$ cat src/pfim_consts.svh
// Offsets, field layouts, reset values and timing constants of the fault interrupt manager
`ifndef PFIM_CONSTS_SVH
`define PFIM_CONSTS_SVH

// ----------------------------------------
// Register port geometry
// ----------------------------------------
`define PFIM_ADDR_W     5
`define PFIM_NBANK      7
`define PFIM_NREG       3

// ----------------------------------------
// Register offsets (bank index added to the base)
// ----------------------------------------
`define PFIM_LATCH_BASE 5'h00
`define PFIM_MASK_BASE  5'h08
`define PFIM_LIVE_BASE  5'h10
`define PFIM_EN_SENSE   5'h17
`define PFIM_SUMMARY    5'h18
`define PFIM_CTRL       5'h19

// ----------------------------------------
// Bank indices, also summary bit positions
// ----------------------------------------
`define PFIM_B_GRP1     0
`define PFIM_B_GRP2     1
`define PFIM_B_MODE     2
`define PFIM_B_CURRENT_LIMIT_FAULT     3
`define PFIM_B_LOW      4
`define PFIM_B_HIGH     5
`define PFIM_B_BUTTON   6
`define PFIM_SUM_EWARN  7

// ----------------------------------------
// Implemented bits per bank and reset values
// ----------------------------------------
`define PFIM_VALID_GRP1 8'hFB
`define PFIM_VALID_FULL 8'hFF
`define PFIM_VALID_REG  8'h07
`define PFIM_MASK_RST   8'hFF
`define PFIM_ZERO8      8'h00

// ----------------------------------------
// Timing, in microseconds at a 40 MHz clock
// ----------------------------------------
`define PFIM_MCLK_MHZ   40
`define PFIM_STALL_US   2000
`define PFIM_BLANK_US   10
`define PFIM_EW0_US     100
`define PFIM_EW1_US     5000
`define PFIM_EW2_US     20000
`define PFIM_EW3_US     50000
`define PFIM_CNT_W      21

`endif

$ cat src/pfim_pkg.sv
// Types shared by the fault interrupt manager
package pfim_pkg;

   // Power-up reset release sequencer states
   typedef enum logic [1:0] {
      PU_WAIT,
      PU_STALL,
      PU_RUN,
      PU_ABORT
   } pfim_pu_state_t;

   typedef logic [7:0] pfim_byte_t;

endpackage

$ cat src/pfim_top.sv
// Fault and event interrupt manager with power-up reset release gating
//
// Contract
// - Gate off: release reset without power check
// - Gate on: power good required for release
// - Gate on: power-up faults from regulation ok
// - Check enabled regulators only at release point
// - Fault at release: hold, wait 2.0 ms
// - Still faulty after 2.0 ms: abort, switch off
// - Later regulators monitored, faults start protection
// - Faults after release never stop sequencing
// - Latches set by events, write one clears
// - Mask one blocks line, zero drives it
// - Live bits show present condition level
// - Line is OR of unmasked latches
// - Summary bits reflect unmasked second-level latches
// - Clearing second level clears summary automatically
// - Line held while any bank summary bit or the unmasked warning latch is set
// - Early warning leads shutdown by coded time
// - Regulators use bits 0-2, rest unused
// - Bypassed faults still latch and interrupt
`timescale 1ns/1ps
`include "pfim_consts.svh"

module pfim_top #(
   parameter int STALL_CYC = `PFIM_STALL_US * `PFIM_MCLK_MHZ,
   parameter int EW1_CYC   = `PFIM_EW1_US * `PFIM_MCLK_MHZ,
   parameter int EW2_CYC   = `PFIM_EW2_US * `PFIM_MCLK_MHZ,
   parameter int EW3_CYC   = `PFIM_EW3_US * `PFIM_MCLK_MHZ
) (
   // Clock and reset
   input  wire logic                    mclk,
   input  wire logic                    rst,
   // Register port from the serial slave
   input  wire logic [`PFIM_ADDR_W-1:0] reg_addr,
   input  wire logic                    reg_wr,
   input  wire logic                    reg_rd,
   input  wire logic [7:0]              reg_wdata,
   output logic      [7:0]              reg_rdata,
   // Power-up sequencer handshake
   input  wire logic                    powergood_gate_select,
   input  wire logic                    seq_at_reset_slot,
   input  wire logic [`PFIM_NREG-1:0]   reg_enabled,
   input  wire logic [`PFIM_NREG-1:0]   regulation_ok,
   output logic                         host_reset_out_n,
   output logic                         seq_hold,
   output logic                         seq_abort,
   output logic      [`PFIM_NREG-1:0]   reg_off,
   // Regulator fault monitors
   input  wire logic [`PFIM_NREG-1:0]   high_output_fault,
   input  wire logic [`PFIM_NREG-1:0]   low_output_fault,
   input  wire logic [`PFIM_NREG-1:0]   current_limit_fault,
   input  wire logic [`PFIM_NREG-1:0]   bypass_high,
   input  wire logic [`PFIM_NREG-1:0]   bypass_low,
   input  wire logic [`PFIM_NREG-1:0]   bypass_current_limit_fault,
   output logic      [`PFIM_NREG-1:0]   fault_start,
   // Other event sources and live levels
   input  wire logic [7:0]              grp1_evt,
   input  wire logic [7:0]              grp1_live,
   input  wire logic [7:0]              grp2_evt,
   input  wire logic [7:0]              grp2_live,
   input  wire logic [`PFIM_NREG-1:0]   mode_evt,
   input  wire logic [7:0]              button_evt,
   input  wire logic [7:0]              button_live,
   input  wire logic [`PFIM_NREG-1:0]   enable_pin,
   // Early warning
   input  wire logic [1:0]              early_warning_delay_sel,
   input  wire logic                    shutdown_req,
   output logic                         shutdown_go,
   // Host interrupt line
   output logic                         irq_out_n
);

   // ----------------------------------------
   // Constants and helpers
   // ----------------------------------------
   localparam int NB   = `PFIM_NBANK;
   localparam int CW   = `PFIM_CNT_W;
   localparam int BLK  = `PFIM_BLANK_US * `PFIM_MCLK_MHZ;
   localparam int EW0  = `PFIM_EW0_US * `PFIM_MCLK_MHZ;

   // Address match against a bank base, used for latch clear and mask write decodes
   function automatic logic bank_hit(input logic [`PFIM_ADDR_W-1:0] a,
                                     input logic [`PFIM_ADDR_W-1:0] base,
                                     input int                      b);
      bank_hit = (a == base + `PFIM_ADDR_W'(b));
   endfunction

   // ----------------------------------------
   // Power-up sequencer
   // ----------------------------------------
   pfim_pkg::pfim_pu_state_t state_q;
   pfim_pkg::pfim_pu_state_t state_d;
   logic [CW-1:0]            stall_q;
   logic [CW-1:0]            blank_q;
   logic                     ok_all;
   logic                     gate_chk;
   logic                     mon_on;

   assign ok_all   = &(regulation_ok | ~reg_enabled);
   assign gate_chk = powergood_gate_select &
                     ((state_q == pfim_pkg::PU_WAIT && seq_at_reset_slot) ||
                      state_q == pfim_pkg::PU_STALL);
   assign mon_on   = (state_q == pfim_pkg::PU_RUN) && (blank_q == CW'(BLK));

   // Next state of the reset release sequencer
   always_comb begin
      state_d = state_q;
      case (state_q)
         pfim_pkg::PU_WAIT: begin
            if (seq_at_reset_slot && !powergood_gate_select) begin
               state_d = pfim_pkg::PU_RUN;
            end else if (seq_at_reset_slot && ok_all) begin
               state_d = pfim_pkg::PU_RUN;
            end else if (seq_at_reset_slot) begin
               state_d = pfim_pkg::PU_STALL;
            end
         end
         pfim_pkg::PU_STALL: begin
            if (ok_all) begin
               state_d = pfim_pkg::PU_RUN;
            end else if (stall_q == CW'(STALL_CYC - 1)) begin
               state_d = pfim_pkg::PU_ABORT;
            end
         end
         // released state is never left on a fault
         pfim_pkg::PU_RUN:   state_d = pfim_pkg::PU_RUN;
         pfim_pkg::PU_ABORT: state_d = pfim_pkg::PU_ABORT;
         default:            state_d = pfim_pkg::PU_WAIT;
      endcase
   end

   // Sequencer state and its timers
   always_ff @(posedge mclk or posedge rst) begin
      if (rst) begin
         state_q <= pfim_pkg::PU_WAIT;
         stall_q <= '0;
         blank_q <= '0;
      end else begin
         state_q <= state_d;
         stall_q <= (state_q == pfim_pkg::PU_STALL) ? stall_q + 1'b1 : '0;
         if (state_q == pfim_pkg::PU_RUN && blank_q != CW'(BLK)) begin
            blank_q <= blank_q + 1'b1;
         end
      end
   end

   // Sequencer outputs, registered from the next state
   always_ff @(posedge mclk or posedge rst) begin
      if (rst) begin
         host_reset_out_n <= 1'b0;
         seq_hold         <= 1'b0;
         seq_abort        <= 1'b0;
         reg_off          <= '0;
      end else begin
         host_reset_out_n <= (state_d == pfim_pkg::PU_RUN);
         seq_hold         <= (state_d == pfim_pkg::PU_STALL);
         seq_abort        <= (state_d == pfim_pkg::PU_ABORT);
         if (state_q == pfim_pkg::PU_STALL && state_d == pfim_pkg::PU_ABORT) begin
            reg_off <= reg_enabled;
         end
      end
   end

   // ----------------------------------------
   // Fault sources and edge detection
   // ----------------------------------------
   logic [`PFIM_NREG-1:0] hi_src;
   logic [`PFIM_NREG-1:0] lo_src;
   logic [`PFIM_NREG-1:0] il_src;
   logic [`PFIM_NREG-1:0] hi_prev_q;
   logic [`PFIM_NREG-1:0] lo_prev_q;
   logic [`PFIM_NREG-1:0] il_prev_q;
   logic [`PFIM_NREG-1:0] hi_new;
   logic [`PFIM_NREG-1:0] lo_new;
   logic [`PFIM_NREG-1:0] il_new;

   // power-up faults read from regulation ok
   assign hi_src = mon_on   ? (high_output_fault & reg_enabled) :
                   gate_chk ? (reg_enabled & ~regulation_ok & high_output_fault) : '0;
   assign lo_src = mon_on   ? (low_output_fault & reg_enabled) :
                   gate_chk ? (reg_enabled & ~regulation_ok & ~high_output_fault) : '0;
   assign il_src = mon_on ? (current_limit_fault & reg_enabled) : '0;
   assign hi_new = hi_src & ~hi_prev_q;
   assign lo_new = lo_src & ~lo_prev_q;
   assign il_new = il_src & ~il_prev_q;

   // Edge history and protection start pulses
   always_ff @(posedge mclk or posedge rst) begin
      if (rst) begin
         hi_prev_q   <= '0;
         lo_prev_q   <= '0;
         il_prev_q   <= '0;
         fault_start <= '0;
      end else begin
         hi_prev_q   <= hi_src;
         lo_prev_q   <= lo_src;
         il_prev_q   <= il_src;
         fault_start <= mon_on ? ((hi_new & ~bypass_high) | (lo_new & ~bypass_low) |
                                  (il_new & ~bypass_current_limit_fault)) : '0;
      end
   end

   // ----------------------------------------
   // Early warning
   // ----------------------------------------
   logic [CW-1:0] ew_cnt_q;
   logic          ew_run_q;
   logic          ew_latch_q;
   logic          ew_mask_q;
   logic [CW-1:0] ew_load;
   logic          sum_wr;
   logic          ctrl_wr;

   assign ew_load = (early_warning_delay_sel == 2'b00) ? CW'(EW0) :
                    (early_warning_delay_sel == 2'b01) ? CW'(EW1_CYC) :
                    (early_warning_delay_sel == 2'b10) ? CW'(EW2_CYC) : CW'(EW3_CYC);
   assign sum_wr  = reg_wr && (reg_addr == `PFIM_SUMMARY);
   assign ctrl_wr = reg_wr && (reg_addr == `PFIM_CTRL);

   // Warning latch set first, shutdown follows after the lead time
   always_ff @(posedge mclk or posedge rst) begin
      if (rst) begin
         ew_cnt_q    <= '0;
         ew_run_q    <= 1'b0;
         ew_latch_q  <= 1'b0;
         ew_mask_q   <= 1'b1;
         shutdown_go <= 1'b0;
      end else begin
         shutdown_go <= ew_run_q && (ew_cnt_q == CW'(1));
         if (shutdown_req && !ew_run_q) begin
            ew_run_q <= 1'b1;
            ew_cnt_q <= ew_load;
         end else if (ew_run_q) begin
            ew_cnt_q <= ew_cnt_q - 1'b1;
            ew_run_q <= (ew_cnt_q != CW'(1));
         end
         ew_latch_q <= (shutdown_req && !ew_run_q) ||
                       (ew_latch_q && !(sum_wr && reg_wdata[`PFIM_SUM_EWARN]));
         if (ctrl_wr) begin
            ew_mask_q <= reg_wdata[0];
         end
      end
   end

   // ----------------------------------------
   // Second-level latch and mask banks
   // ----------------------------------------
   logic [7:0] evt   [NB];
   logic [7:0] live  [NB];
   logic [7:0] valid [NB];
   logic [7:0] latch_q [NB];
   logic [7:0] mask_q  [NB];
   logic [NB-1:0] summ;

   // Event sources per bank
   assign evt[`PFIM_B_GRP1]   = grp1_evt;
   assign evt[`PFIM_B_GRP2]   = grp2_evt;
   assign evt[`PFIM_B_MODE]   = {5'h00, mode_evt};
   assign evt[`PFIM_B_CURRENT_LIMIT_FAULT]   = {5'h00, il_new};
   assign evt[`PFIM_B_LOW]    = {5'h00, lo_new};
   assign evt[`PFIM_B_HIGH]   = {5'h00, hi_new};
   assign evt[`PFIM_B_BUTTON] = button_evt;

   assign live[`PFIM_B_GRP1]   = grp1_live & `PFIM_VALID_GRP1;
   assign live[`PFIM_B_GRP2]   = grp2_live;
   assign live[`PFIM_B_MODE]   = `PFIM_ZERO8;
   assign live[`PFIM_B_CURRENT_LIMIT_FAULT]   = {5'h00, current_limit_fault};
   assign live[`PFIM_B_LOW]    = {5'h00, low_output_fault};
   assign live[`PFIM_B_HIGH]   = {5'h00, high_output_fault};
   assign live[`PFIM_B_BUTTON] = button_live;

   // regulator banks use bits 0 to 2
   assign valid[`PFIM_B_GRP1]   = `PFIM_VALID_GRP1;
   assign valid[`PFIM_B_GRP2]   = `PFIM_VALID_FULL;
   assign valid[`PFIM_B_MODE]   = `PFIM_VALID_REG;
   assign valid[`PFIM_B_CURRENT_LIMIT_FAULT]   = `PFIM_VALID_REG;
   assign valid[`PFIM_B_LOW]    = `PFIM_VALID_REG;
   assign valid[`PFIM_B_HIGH]   = `PFIM_VALID_REG;
   assign valid[`PFIM_B_BUTTON] = `PFIM_VALID_FULL;

   generate
      for (genvar b = 0; b < NB; b++) begin : g_bank
         logic [7:0] clr;
         logic       mwr;

         assign clr = (reg_wr && bank_hit(reg_addr, `PFIM_LATCH_BASE, b)) ?
                      reg_wdata : `PFIM_ZERO8;
         assign mwr = reg_wr && bank_hit(reg_addr, `PFIM_MASK_BASE, b);
         assign summ[b] = |(latch_q[b] & ~mask_q[b]);

         // Latch and mask storage of one bank
         always_ff @(posedge mclk or posedge rst) begin
            // latches clear, masks block the line
            if (rst) begin
               latch_q[b] <= `PFIM_ZERO8;
               mask_q[b]  <= `PFIM_MASK_RST;
            end else begin
               // set by event, write one clears
               latch_q[b] <= ((latch_q[b] & ~clr) | evt[b]) & valid[b];
               if (mwr) begin
                  mask_q[b] <= reg_wdata & valid[b];
               end
            end
         end
      end
   endgenerate

   // ----------------------------------------
   // Interrupt line
   // ----------------------------------------
   logic [7:0] sys_bits;

   assign sys_bits = {ew_latch_q & ~ew_mask_q, summ};

   // Line driven low while any bank summary bit or the unmasked warning latch stands
   always_ff @(posedge mclk or posedge rst) begin
      if (rst) begin
         irq_out_n <= 1'b1;
      end else begin
         irq_out_n <= ~(|sys_bits);
      end
   end

   // ----------------------------------------
   // Register read path
   // ----------------------------------------
   logic [2:0] idx;
   logic       in_latch;
   logic       in_mask;
   logic       in_live;
   logic [7:0] rd_mux;

   assign idx      = reg_addr[2:0];
   assign in_latch = (reg_addr[4:3] == 2'b00) && (idx != 3'h7);
   assign in_mask  = (reg_addr[4:3] == 2'b01) && (idx != 3'h7);
   assign in_live  = (reg_addr[4:3] == 2'b10) && (idx != 3'h7);
   // Unmapped offsets read as zero
   assign rd_mux = in_latch ? latch_q[idx] :
                   in_mask  ? mask_q[idx] :
                   in_live  ? live[idx] :
                   (reg_addr == `PFIM_EN_SENSE) ? {5'h00, enable_pin} :
                   (reg_addr == `PFIM_SUMMARY)  ? {ew_latch_q, summ} :
                   (reg_addr == `PFIM_CTRL)     ? {7'h00, ew_mask_q} : `PFIM_ZERO8;

   // Read data captured on the clock edge that samples the strobe
   always_ff @(posedge mclk or posedge rst) begin
      if (rst) begin
         reg_rdata <= `PFIM_ZERO8;
      end else if (reg_rd) begin
         reg_rdata <= rd_mux;
      end
   end

endmodule

$ cat config.mk
export PLATFORM = sky130hd
export DESIGN_NAME = pfim_top
export DESIGN_NICKNAME = d
export VERILOG_FILES = /design/src/pfim_pkg.sv /design/src/pfim_top.sv
export VERILOG_INCLUDE_DIRS = /design/src /design/src/src
export SDC_FILE = /design/constraint.sdc
export NUM_CORES = 1
export LEC_CHECK = 0
export BUFFER_PORTS_ARGS = -buffer_cell sky130_fd_sc_hd__buf_2
export CELL_PAD_IN_SITES_DETAIL_PLACEMENT = 0
export CELL_PAD_IN_SITES_GLOBAL_PLACEMENT = 2
export CORE_UTILIZATION = 24
export DETAILED_ROUTE_END_ITERATION = 8
export GPL_TIMING_DRIVEN = 0
export PLACE_DENSITY_LB_ADDON = 0.1
export SETUP_SLACK_MARGIN = 0.3
export SLEW_MARGIN = 20
export SYNTH_ARGS = -nofsm -noshare
export SYNTH_HDL_FRONTEND = slang
export SYNTH_SLANG_ARGS = --single-unit
$ cat constraint.sdc
create_clock -name mclk -period 7.03 [get_ports mclk]
set_input_delay 0.703 -clock mclk [delete_from_list [all_inputs] [get_ports mclk]]
set_output_delay 0.703 -clock mclk [all_outputs]
set_load 0.005 [all_outputs]
Word level (Yosys, flattened, before mapping)
Cells that the tools add are included.
{"block": "op_classes", "n_reduce_logical": 48, "n_bitwise": 64, "eq_ne": 32, "n_mux": 42, "magnitude_cmp": 1, "add_sub_neg": 3}
{"operator": "21-bit two-way mux", "count": 6}
{"operator": "8-bit two-way mux", "count": 14}
{"operator": "8-bit NOT", "count": 10}
{"operator": "8-bit binary-select mux with 3-bit select", "count": 3}
{"operator": "57-bit OR reduction", "count": 1}
{"operator": "8-bit OR reduction", "count": 7}
{"operator": "3-bit AND", "count": 16}
{"operator": "8-bit AND", "count": 6}
{"operator": "21-bit by 1-bit adder with 21-bit output (second input constant)", "count": 2}
{"operator": "3-bit NOT", "count": 13}
{"operator": "5-bit by 4-bit == test with 1-bit output (second input constant)", "count": 7}
{"operator": "3-bit by 8-bit AND with 8-bit output", "count": 4}
{"operator": "3-bit two-way mux", "count": 10}
{"operator": "1-bit logical AND", "count": 29}
{"operator": "8-bit bitwise OR", "count": 3}
{"operator": "21-bit by 1-bit == test with 1-bit output (second input constant)", "count": 1}
{"operator": "21-bit by 17-bit == test with 1-bit output (second input constant)", "count": 1}
{"operator": "21-bit by 9-bit == test with 1-bit output (second input constant)", "count": 1}
{"operator": "21-bit by 1-bit inequality test with 1-bit output (second input constant)", "count": 1}
{"operator": "21-bit by 9-bit inequality test with 1-bit output (second input constant)", "count": 1}
{"operator": "3-bit bitwise OR", "count": 7}
{"operator": "21-bit by 1-bit subtractor with 21-bit output (second input constant)", "count": 1}
{"operator": "5-bit by 3-bit == test with 1-bit output (second input constant)", "count": 3}
{"operator": "5-bit == test (second input constant)", "count": 3}
{"operator": "other kinds (18)", "count": 40}
{"block": "totals", "register_bits": 187}

Depth between registers and ports, before layout
Gate-level depths: netlist of run 1.
{"block": "depth", "ltp_word": 11, "ltp_mapped": 9}

Least setup slack after synthesis of run 1
Ideal clock, no wire load.
{"block": "synth_timing", "path_type": "in2reg", "start": "input port reg_addr[0]", "end": "register reg_rdata[2]", "setup_slack_ns": 4.701, "required_time_ns": 6.893, "t_arrival_ns": 2.192, "path_buffers": 2, "stages": 6, "cell_sequence": "buf_2 > buf_2 > mux4_2 > mux2_2 > a221oi_1 > a21oi_1"}
{"block": "synth_via", "elab_chain_len": 7, "word_cells_on_any_way": 21, "classes_between": "3 x eq/ne; 14 x mux; 1 x bitwise; 3 x reduce/logical"}
{"item": "from (decl)", "line": "pfim_top.sv:35", "source": "input wire logic [`PFIM_ADDR_W-1:0] reg_addr,"}
{"item": "3-bit NOT with 4-bit output (implied by the code)", "line": "pfim_top.sv:339, pfim_top.sv:340, pfim_top.sv:341"}
{"item": "8-bit binary-select mux with 3-bit select", "line": "pfim_top.sv:341", "source": "in_live ? live[idx] :"}
{"item": "8-bit two-way mux (implied by the code) (2 in series)", "line": "pfim_top.sv:341"}
{"item": "8-bit two-way mux (no line) (2 in series)"}
{"item": "8-bit two-way mux (no line) *"}
{"item": "to (signal assigned)", "line": "pfim_top.sv:349", "source": "reg_rdata <= `PFIM_ZERO8;"}
{"item": "to (signal assigned)", "line": "pfim_top.sv:351", "source": "reg_rdata <= rd_mux;"}
{"item": "to (decl)", "line": "pfim_top.sv:39", "source": "output logic [7:0] reg_rdata,"}
Every way passes the cells marked *; elsewhere a longest branch is shown, timed or not. The select of a mux whose other input is x is not followed.
A chain may end at the register's enable or synchronous reset.

Worst setup path after layout of run 1
{"block": "layout_timing", "start": "input port reg_addr[0]", "end": "register reg_rdata[7]"}
Same word-level chain as after synthesis.

==> results.py, run 1 <==
metrics = {
    "drt": {
        "wirelength_mm": 32.0,
        "drt_iter0_drc": 390,
        "ant_nets": 0,
        "wire_per_inst_um": 20.0,
        "vias": 7489,
        "drcViolationCount": 0,
        "dr.pass1.iters": 5,
        "post_drt_via_cell_ratio": 4.68,
    },
    "logic_synthesis": {
        "synthFlopType": "dfrtp_1",
        "synthTopCellsByArea": "dfrtp_1 (35%), dfstp_2 (12%), nand2_1 (4.7%)",
        "yosysSeqAreaShare_pct": 47.4,
        "synth_cell_types": 74,
        "synthesis.instances": 943,
        "netlist_area_sq_um": 9150,
        "synth_top_area_share_pct": 35.3,
        "synth-seq-cells": 171,
        "ys_async_sr_fraction_pct": 100,
        "synth-edff-count": 0,
        "ys.warnings.count": 0,
        "synth_nets": 1054,
        "avgSynthCellArea_sq_um": 9.70,
        "yosys.area.top_type": "dfrtp_1",
    },
    "worst_setup_path": {
        "r2r_slack_ns": 4.67,
        "critPathRequiredTime_ns": 7.35,
        "rr_endpoint": "ew_cnt_q[17]",
        "end_kind": "flip-flop",
        "critPathArrivalTime_ns": 2.94,
        "cp-start-kind": "primary input",
        "regToRegStartpoint": "ew_cnt_q[2]",
        "reg2regPathDepth": 5,
        "path_max_fanout": 10,
        "crit_type": "primary input to flip-flop",
    },
    "cts": {
        "clkLatencyLatePin_ns": 0.46,
        "clockBufferDepth": 2,
        "cts_root_buf": "clkbuf_16",
        "clock-sinks": 171,
        "numCtsBuffers": 17,
        "cts_setup_buffers": 0,
        "cts_tree": "done",
        "htreeDepth": 4,
        "cts-hold-fix-buffers": 0,
        "clk_pin_slew_ns": 0.08,
        "cts_resized": 0,
    },
    "cells_and_area": {
        "area_growth_pct": 20.3,
        "final_nets": 1188,
        "diodes": 0,
        "drive_gt1_share_pct": 24.0,
    },
    "global_route": {
        "grt_pass1_vias": 7665,
        "grt_max_degree": 70,
        "grt_overflow": 0,
        "track_usage_pct": 17.1,
        "grt_pass1_wl_mm": 48.8,
        "antenna_found_initial": 2,
    },
    "die": {
        "core_area_sq_um": 37600,
        "rows": 71,
        "fp.dieH_um": 197,
        "die_area_sq_um": 38900,
        "die_x_um": 197,
        "initial_utilization_pct": 24.3,
        "boundaryPins": 119,
    },
    "placement": {
        "hpwl_mm": 24.2,
        "gp_congestion": 0.763,
        "preCtsSetupSlack_ns": 3.95,
        "portBuffers": 113,
    },
    "pwr": {
        "finalPower_mw": 2.54,
        "irDropWorstVdd_mv": 0.169,
        "p_leak_nw": 4.66,
        "powerDensity_nw_per_um2": 231,
    },
    "min_path": {
        "holdCritPathClass": "primary input to async pin",
    },
    "timing": {
        "fin_ws_ns": 4.41,
        "skew_ns": 0.0116,
        "rsz0062_at_grt": "no",
        "max_freq_mhz": 381,
        "setup_violations": 0,
        "slew_viol_final": 0,
        "final-hold-violation-count": 0,
        "worstMarginPinSlew_ns": 0.883,
        "period_minus_slack_ns": 2.62,
        "finalCritPeriodShare_pct": 37.3,
        "slew_headroom_pct": 40.9,
    },
    "run_status": {
        "outcome": "completed",
    },
    "job": {
        "max_cap_viol_count": 0,
    },
}
## placed cells by master, fill, tap and decap left out, drive strengths merged, types with 5 or more instances in the layout
master / count
buf: 133
dfrtp: 129
nand2: 114
nor2: 76
inv: 72
o21ai: 65
dfstp: 42
clkbuf: 36
a21o: 31
mux2: 28
a21oi: 26
xnor2: 25
nand3: 22
xor2: 21
nor3: 21
mux2i: 18
nor4: 14
and3: 13
nand2b: 12
o22ai: 12
nor2b: 11
ha: 11
nand4: 9
a31oi: 8
or3: 8
a22oi: 8
mux4: 8
and2: 7
o22a: 7
o221ai: 6
a2bb2oi: 6
a211oi: 5
o41ai: 5
nor4b: 5
## worst max-delay path: stages
cell      delay (ns)
buf_2           0.17
buf_2           0.29
buf_1           0.58
buf_2           0.41
o21ai_0         0.21
a211oi_1        0.42
o22ai_1         0.14
## final cells by class
| type | instances | area (sq um) |
|---|---|---|
| plain buffers | 36 | 151 |
| clock buffers | 18 | 429 |
| clock inverters | 14 | 158 |
| fillers | 4014 | 26600 |
| inverters | 66 | 255 |
| multi-input cells | 670 | 4420 |
| flip-flops and latches | 171 | 4330 |
| well taps | 511 | 639 |
| repair buffers | 115 | 621 |
## layer usage
metal	vias to the layer above	track usage [%]	share of wire [%]
met5	-	0	0.081
met4	4	4.36	1.1
met3	24	3.23	3.5
met2	140	28.6	49
met1	3694	22.7	46
li1	3627	-	-
## cell usage after synthesis, drive strengths merged, types with 21 or more instances
master	instances
nor2	76
inv	66
nor3	21
mux2	28
a21oi	26
nand2	114
a21o	31
dfstp	42
o21ai	65
xnor2	25
xor2	21
dfrtp	129
nand3	22
## through the flow
stage                     std cells  util [%]  hold WS, ns  cell area [sq um]  setup TNS [ns]
after floorplan                 943         -        0.439               9150               0
after detailed placement       1569      27.7        0.455              10400               0
final                          1601      29.3        0.220              11000               0
after global routing           1601      29.3        0.231              11000               0
after global placement         1567      27.5        0.457              10400         -151.71
after CTS                      1601      29.3        0.220              11000               0
## power by group
part           switching (mW)  total, mW  leakage, nW  internal (mW)
sequential             0.0873       1.19         2.00           1.11
clock                   0.450      0.980        0.279          0.531
combinational           0.209      0.366         2.37          0.157
## flip-flops by register name, indices dropped and copies added, names as in the netlist, 8 cells and up
| name | flops |
|---|---|
| mask_q | 40 |
| latch_q | 35 |
| blank_q | 21 |
| ew_cnt_q | 21 |
| stall_q | 21 |
| reg_rdata | 8 |
## worst max path at each step
stage / start / to / slack [ns] / cells past startpoint
6_report: reg_addr[0] / reg_rdata[7] / 4.41 / 7
5_1_grt: reg_addr[0] / reg_rdata[7] / 4.35 / 7
4_1_cts: reg_addr[0] / reg_rdata[7] / 4.43 / 7
3_5_place_dp: reg_addr[0] / reg_rdata[7] / 3.95 / 7
3_3_place_gp: rst / ew_cnt_q[5] / -1.20 / 2
2_1_floorplan: rst / blank_q[0] / 1.76 / 1
## logic make-up (layout without fill, tap and decap cells)
family,count (synthesis),after routing,synth area share (%)
buf+inv,102,249,4.36
simple gates,341,341,18.8
flops,171,171,47.4
xor+xnor,46,46,4.40
fa+ha+maj,11,11,1.50
mux,54,54,7.39
compound gates,218,218,16.2
(Power assumes the default switching activity.)
==> run 2, diff against run 1 <==
==> constraint.sdc (replaced) <==
create_clock -name mclk -period 2.2 [get_ports mclk]
set_input_delay 0.22 -clock mclk [delete_from_list [all_inputs] [get_ports mclk]]
set_output_delay 0.22 -clock mclk [all_outputs]
set_load 0.005 [all_outputs]
==> results.py, run 2 (synthesized netlist as in run 1, its figures left out) <==
metrics = {
    "run_status": {
        "outcome": "completed",
    },
    "drt": {
        "drcViolationCount": 0,
        "drt_iter0_drc": 384,
        "vias": 7757,
        "wirelength_mm": 33.2,
        "wire_per_inst_um": 19.8,
        "post_drt_via_cell_ratio": 4.62,
        "ant_nets": 0,
        "dr.pass1.iters": 7,
    },
    "worst_setup_path": {
        "end_kind": "flip-flop",
        "critPathArrivalTime_ns": 2.42,
        "critPathRequiredTime_ns": 2.54,
        "r2r_slack_ns": 0.13,
        "rr_endpoint": "reg_off[1]",
        "cp-start-kind": "flip-flop",
        "regToRegStartpoint": "stall_q[18]",
        "path_max_fanout": 3,
        "crit_type": "flip-flop to flip-flop",
        "reg2regPathDepth": 5,
    },
    "global_route": {
        "track_usage_pct": 17.6,
        "grt_pass1_vias": 7933,
        "grt_overflow": 0,
        "grt_max_degree": 32,
        "antenna_found_initial": 0,
        "grt_pass1_wl_mm": 50.3,
    },
    "placement": {
        "portBuffers": 113,
        "preCtsSetupSlack_ns": -0.447,
        "hpwl_mm": 24.6,
        "gp_congestion": 0.764,
    },
    "cts": {
        "clock-sinks": 171,
        "cts_tree": "done",
        "htreeDepth": 4,
        "clk_pin_slew_ns": 0.07,
        "cts_root_buf": "clkbuf_16",
        "numCtsBuffers": 17,
        "clkLatencyLatePin_ns": 0.46,
        "clockBufferDepth": 2,
    },
    "min_path": {
        "whs_path_depth": 2,
        "holdCritPathClass": "primary input to flip-flop",
        "hold_end": "il_prev_q[2]",
        "hold_start": "current_limit_fault[2]",
    },
    "pwr": {
        "powerDensity_nw_per_um2": 702,
        "clockPowerShare_pct": 37.5,
        "p_seq_share_pct": 45.6,
        "intPower_mw": 5.91,
        "irDropWorstVdd_mv": 0.548,
        "p_leak_nw": 5.14,
        "netSwitchingFraction_pct": 30.2,
        "switchingPower_mw": 2.55,
        "p_comb_share_pct": 16.8,
    },
    "die": {
        "fp.dieH_um": 197,
        "core_area_sq_um": 37600,
        "rows": 71,
        "die_area_sq_um": 38900,
        "initial_utilization_pct": 24.3,
        "boundaryPins": 119,
        "die_x_um": 197,
    },
    "cells_and_area": {
        "largest_register_ffs": 40,
        "final_nets": 1267,
        "final_util_pct": 32.1,
        "layout_common_cells": "dfrtp_1 (127), buf_2 (125), nand2_1 (111), nor2_1 (68), o21ai_0 (63)",
        "drive_gt1_share_pct": 31.3,
        "regMostFlops": "mask_q",
        "diodes": 0,
        "final_common_cell": "dfrtp_1",
        "top_regs": "mask_q: 40 flops, latch_q: 35 flops",
        "area_growth_pct": 31.8,
    },
    "job": {
        "max_cap_viol_count": 0,
    },
    "timing": {
        "skew_ns": 0.0120,
        "setup_violations": 0,
        "finalCritPeriodShare_pct": 94.2,
        "final-hold-violation-count": 0,
        "slew_viol_final": 0,
        "slew_headroom_pct": 50.4,
        "max_freq_mhz": 483,
        "fin_ws_ns": 0.128,
        "period_minus_slack_ns": 2.07,
        "rsz0062_at_grt": "yes",
        "worstMarginPinSlew_ns": 0.741,
    },
}
## run 2: changes by cell type in the layout (fill, tap and decap cells not counted), sizes merged
cell / before / now
buf: 133 / 184
inv: 72 / 70
dlygate4sd3: 0 / 27
clkinvlp: 3 / 6
## run 2: worst max-delay path by stage
stage | from | endpoint | slack, ns | cells past startpoint
floorplan | rst | blank_q[0] | -0.17 | 1
global placement | rst | ew_cnt_q[7] | -1.78 | 2
detailed placement | reg_addr[0] | reg_rdata[7] | -0.45 | 7
CTS | stall_q[18] | reg_off[1] | 0.03 | 5
global route | stall_q[18] | reg_off[2] | 0.04 | 5
finish | stall_q[18] | reg_off[1] | 0.13 | 5
## run 2: cell type report
type / count / area, sq um
well taps: 511 / 639
inverters: 66 / 251
plain buffers: 36 / 171
multi-input cells: 670 / 4750
fillers: 4011 / 25500
flip-flops and latches: 171 / 4330
clock inverters: 15 / 165
repair buffers: 194 / 1320
clock buffers: 17 / 425
## run 2: power by group through the flow
| stage | registers (mW) | clock network, mW | logic (mW) |
|---|---|---|---|
| 2_1_floorplan | 3.77 | 0 | 0.764 |
| 3_3_place_gp | 3.88 | 0 | 1.16 |
| 3_5_place_dp | 3.87 | 0 | 1.20 |
| 4_1_cts | 3.84 | 3.29 | 1.33 |
| 5_1_grt | 3.90 | 3.41 | 1.59 |
| 6_report | 3.86 | 3.17 | 1.42 |
## run 2: stage by stage
step / total power, mW / std cells / instance area, sq um / TNS [ns] / hold slack [ns]
6_report: 8.46 / 1680 / 12100 / 0 / 0.0518
5_1_grt: 8.91 / 1680 / 12100 / 0 / 0.0381
2_1_floorplan: 4.53 / 943 / 9160 / -21.73 / 0.312
3_5_place_dp: 5.08 / 1573 / 10500 / -7.66 / 0.243
3_3_place_gp: 5.04 / 1567 / 10400 / -268.44 / 0.400
4_1_cts: 8.46 / 1654 / 11700 / 0 / 0.0374
## run 2: worst max-delay path, cell delays in order, from the launching register on
cell and delay, ns:
dfrtp_1 0.40, or4b_4 0.56, nor4b_4 0.24, nand4_1 0.20
nor2_4 0.23, mux2_4 0.32
## run 2: layer usage
layer / global-route usage, % / routed length (um) / vias up
li1: - / - / 3776
met1: 23.6 / 15700 / 3867
met2: 29.3 / 16300 / 98
met3: 3.31 / 942 / 16
met4: 4.11 / 345 / 0
met5: 0 / 0 / -
## run 2: what timing repair did
item / CTS / global route
pin swaps: 14 / 25
hold endpoints to repair: 34 / 0
hold buffers: 27 / 0
endpoints found under the setup margin: 55 / 65
resized for setup: 37 / 44
setup buffers: 22 / 26
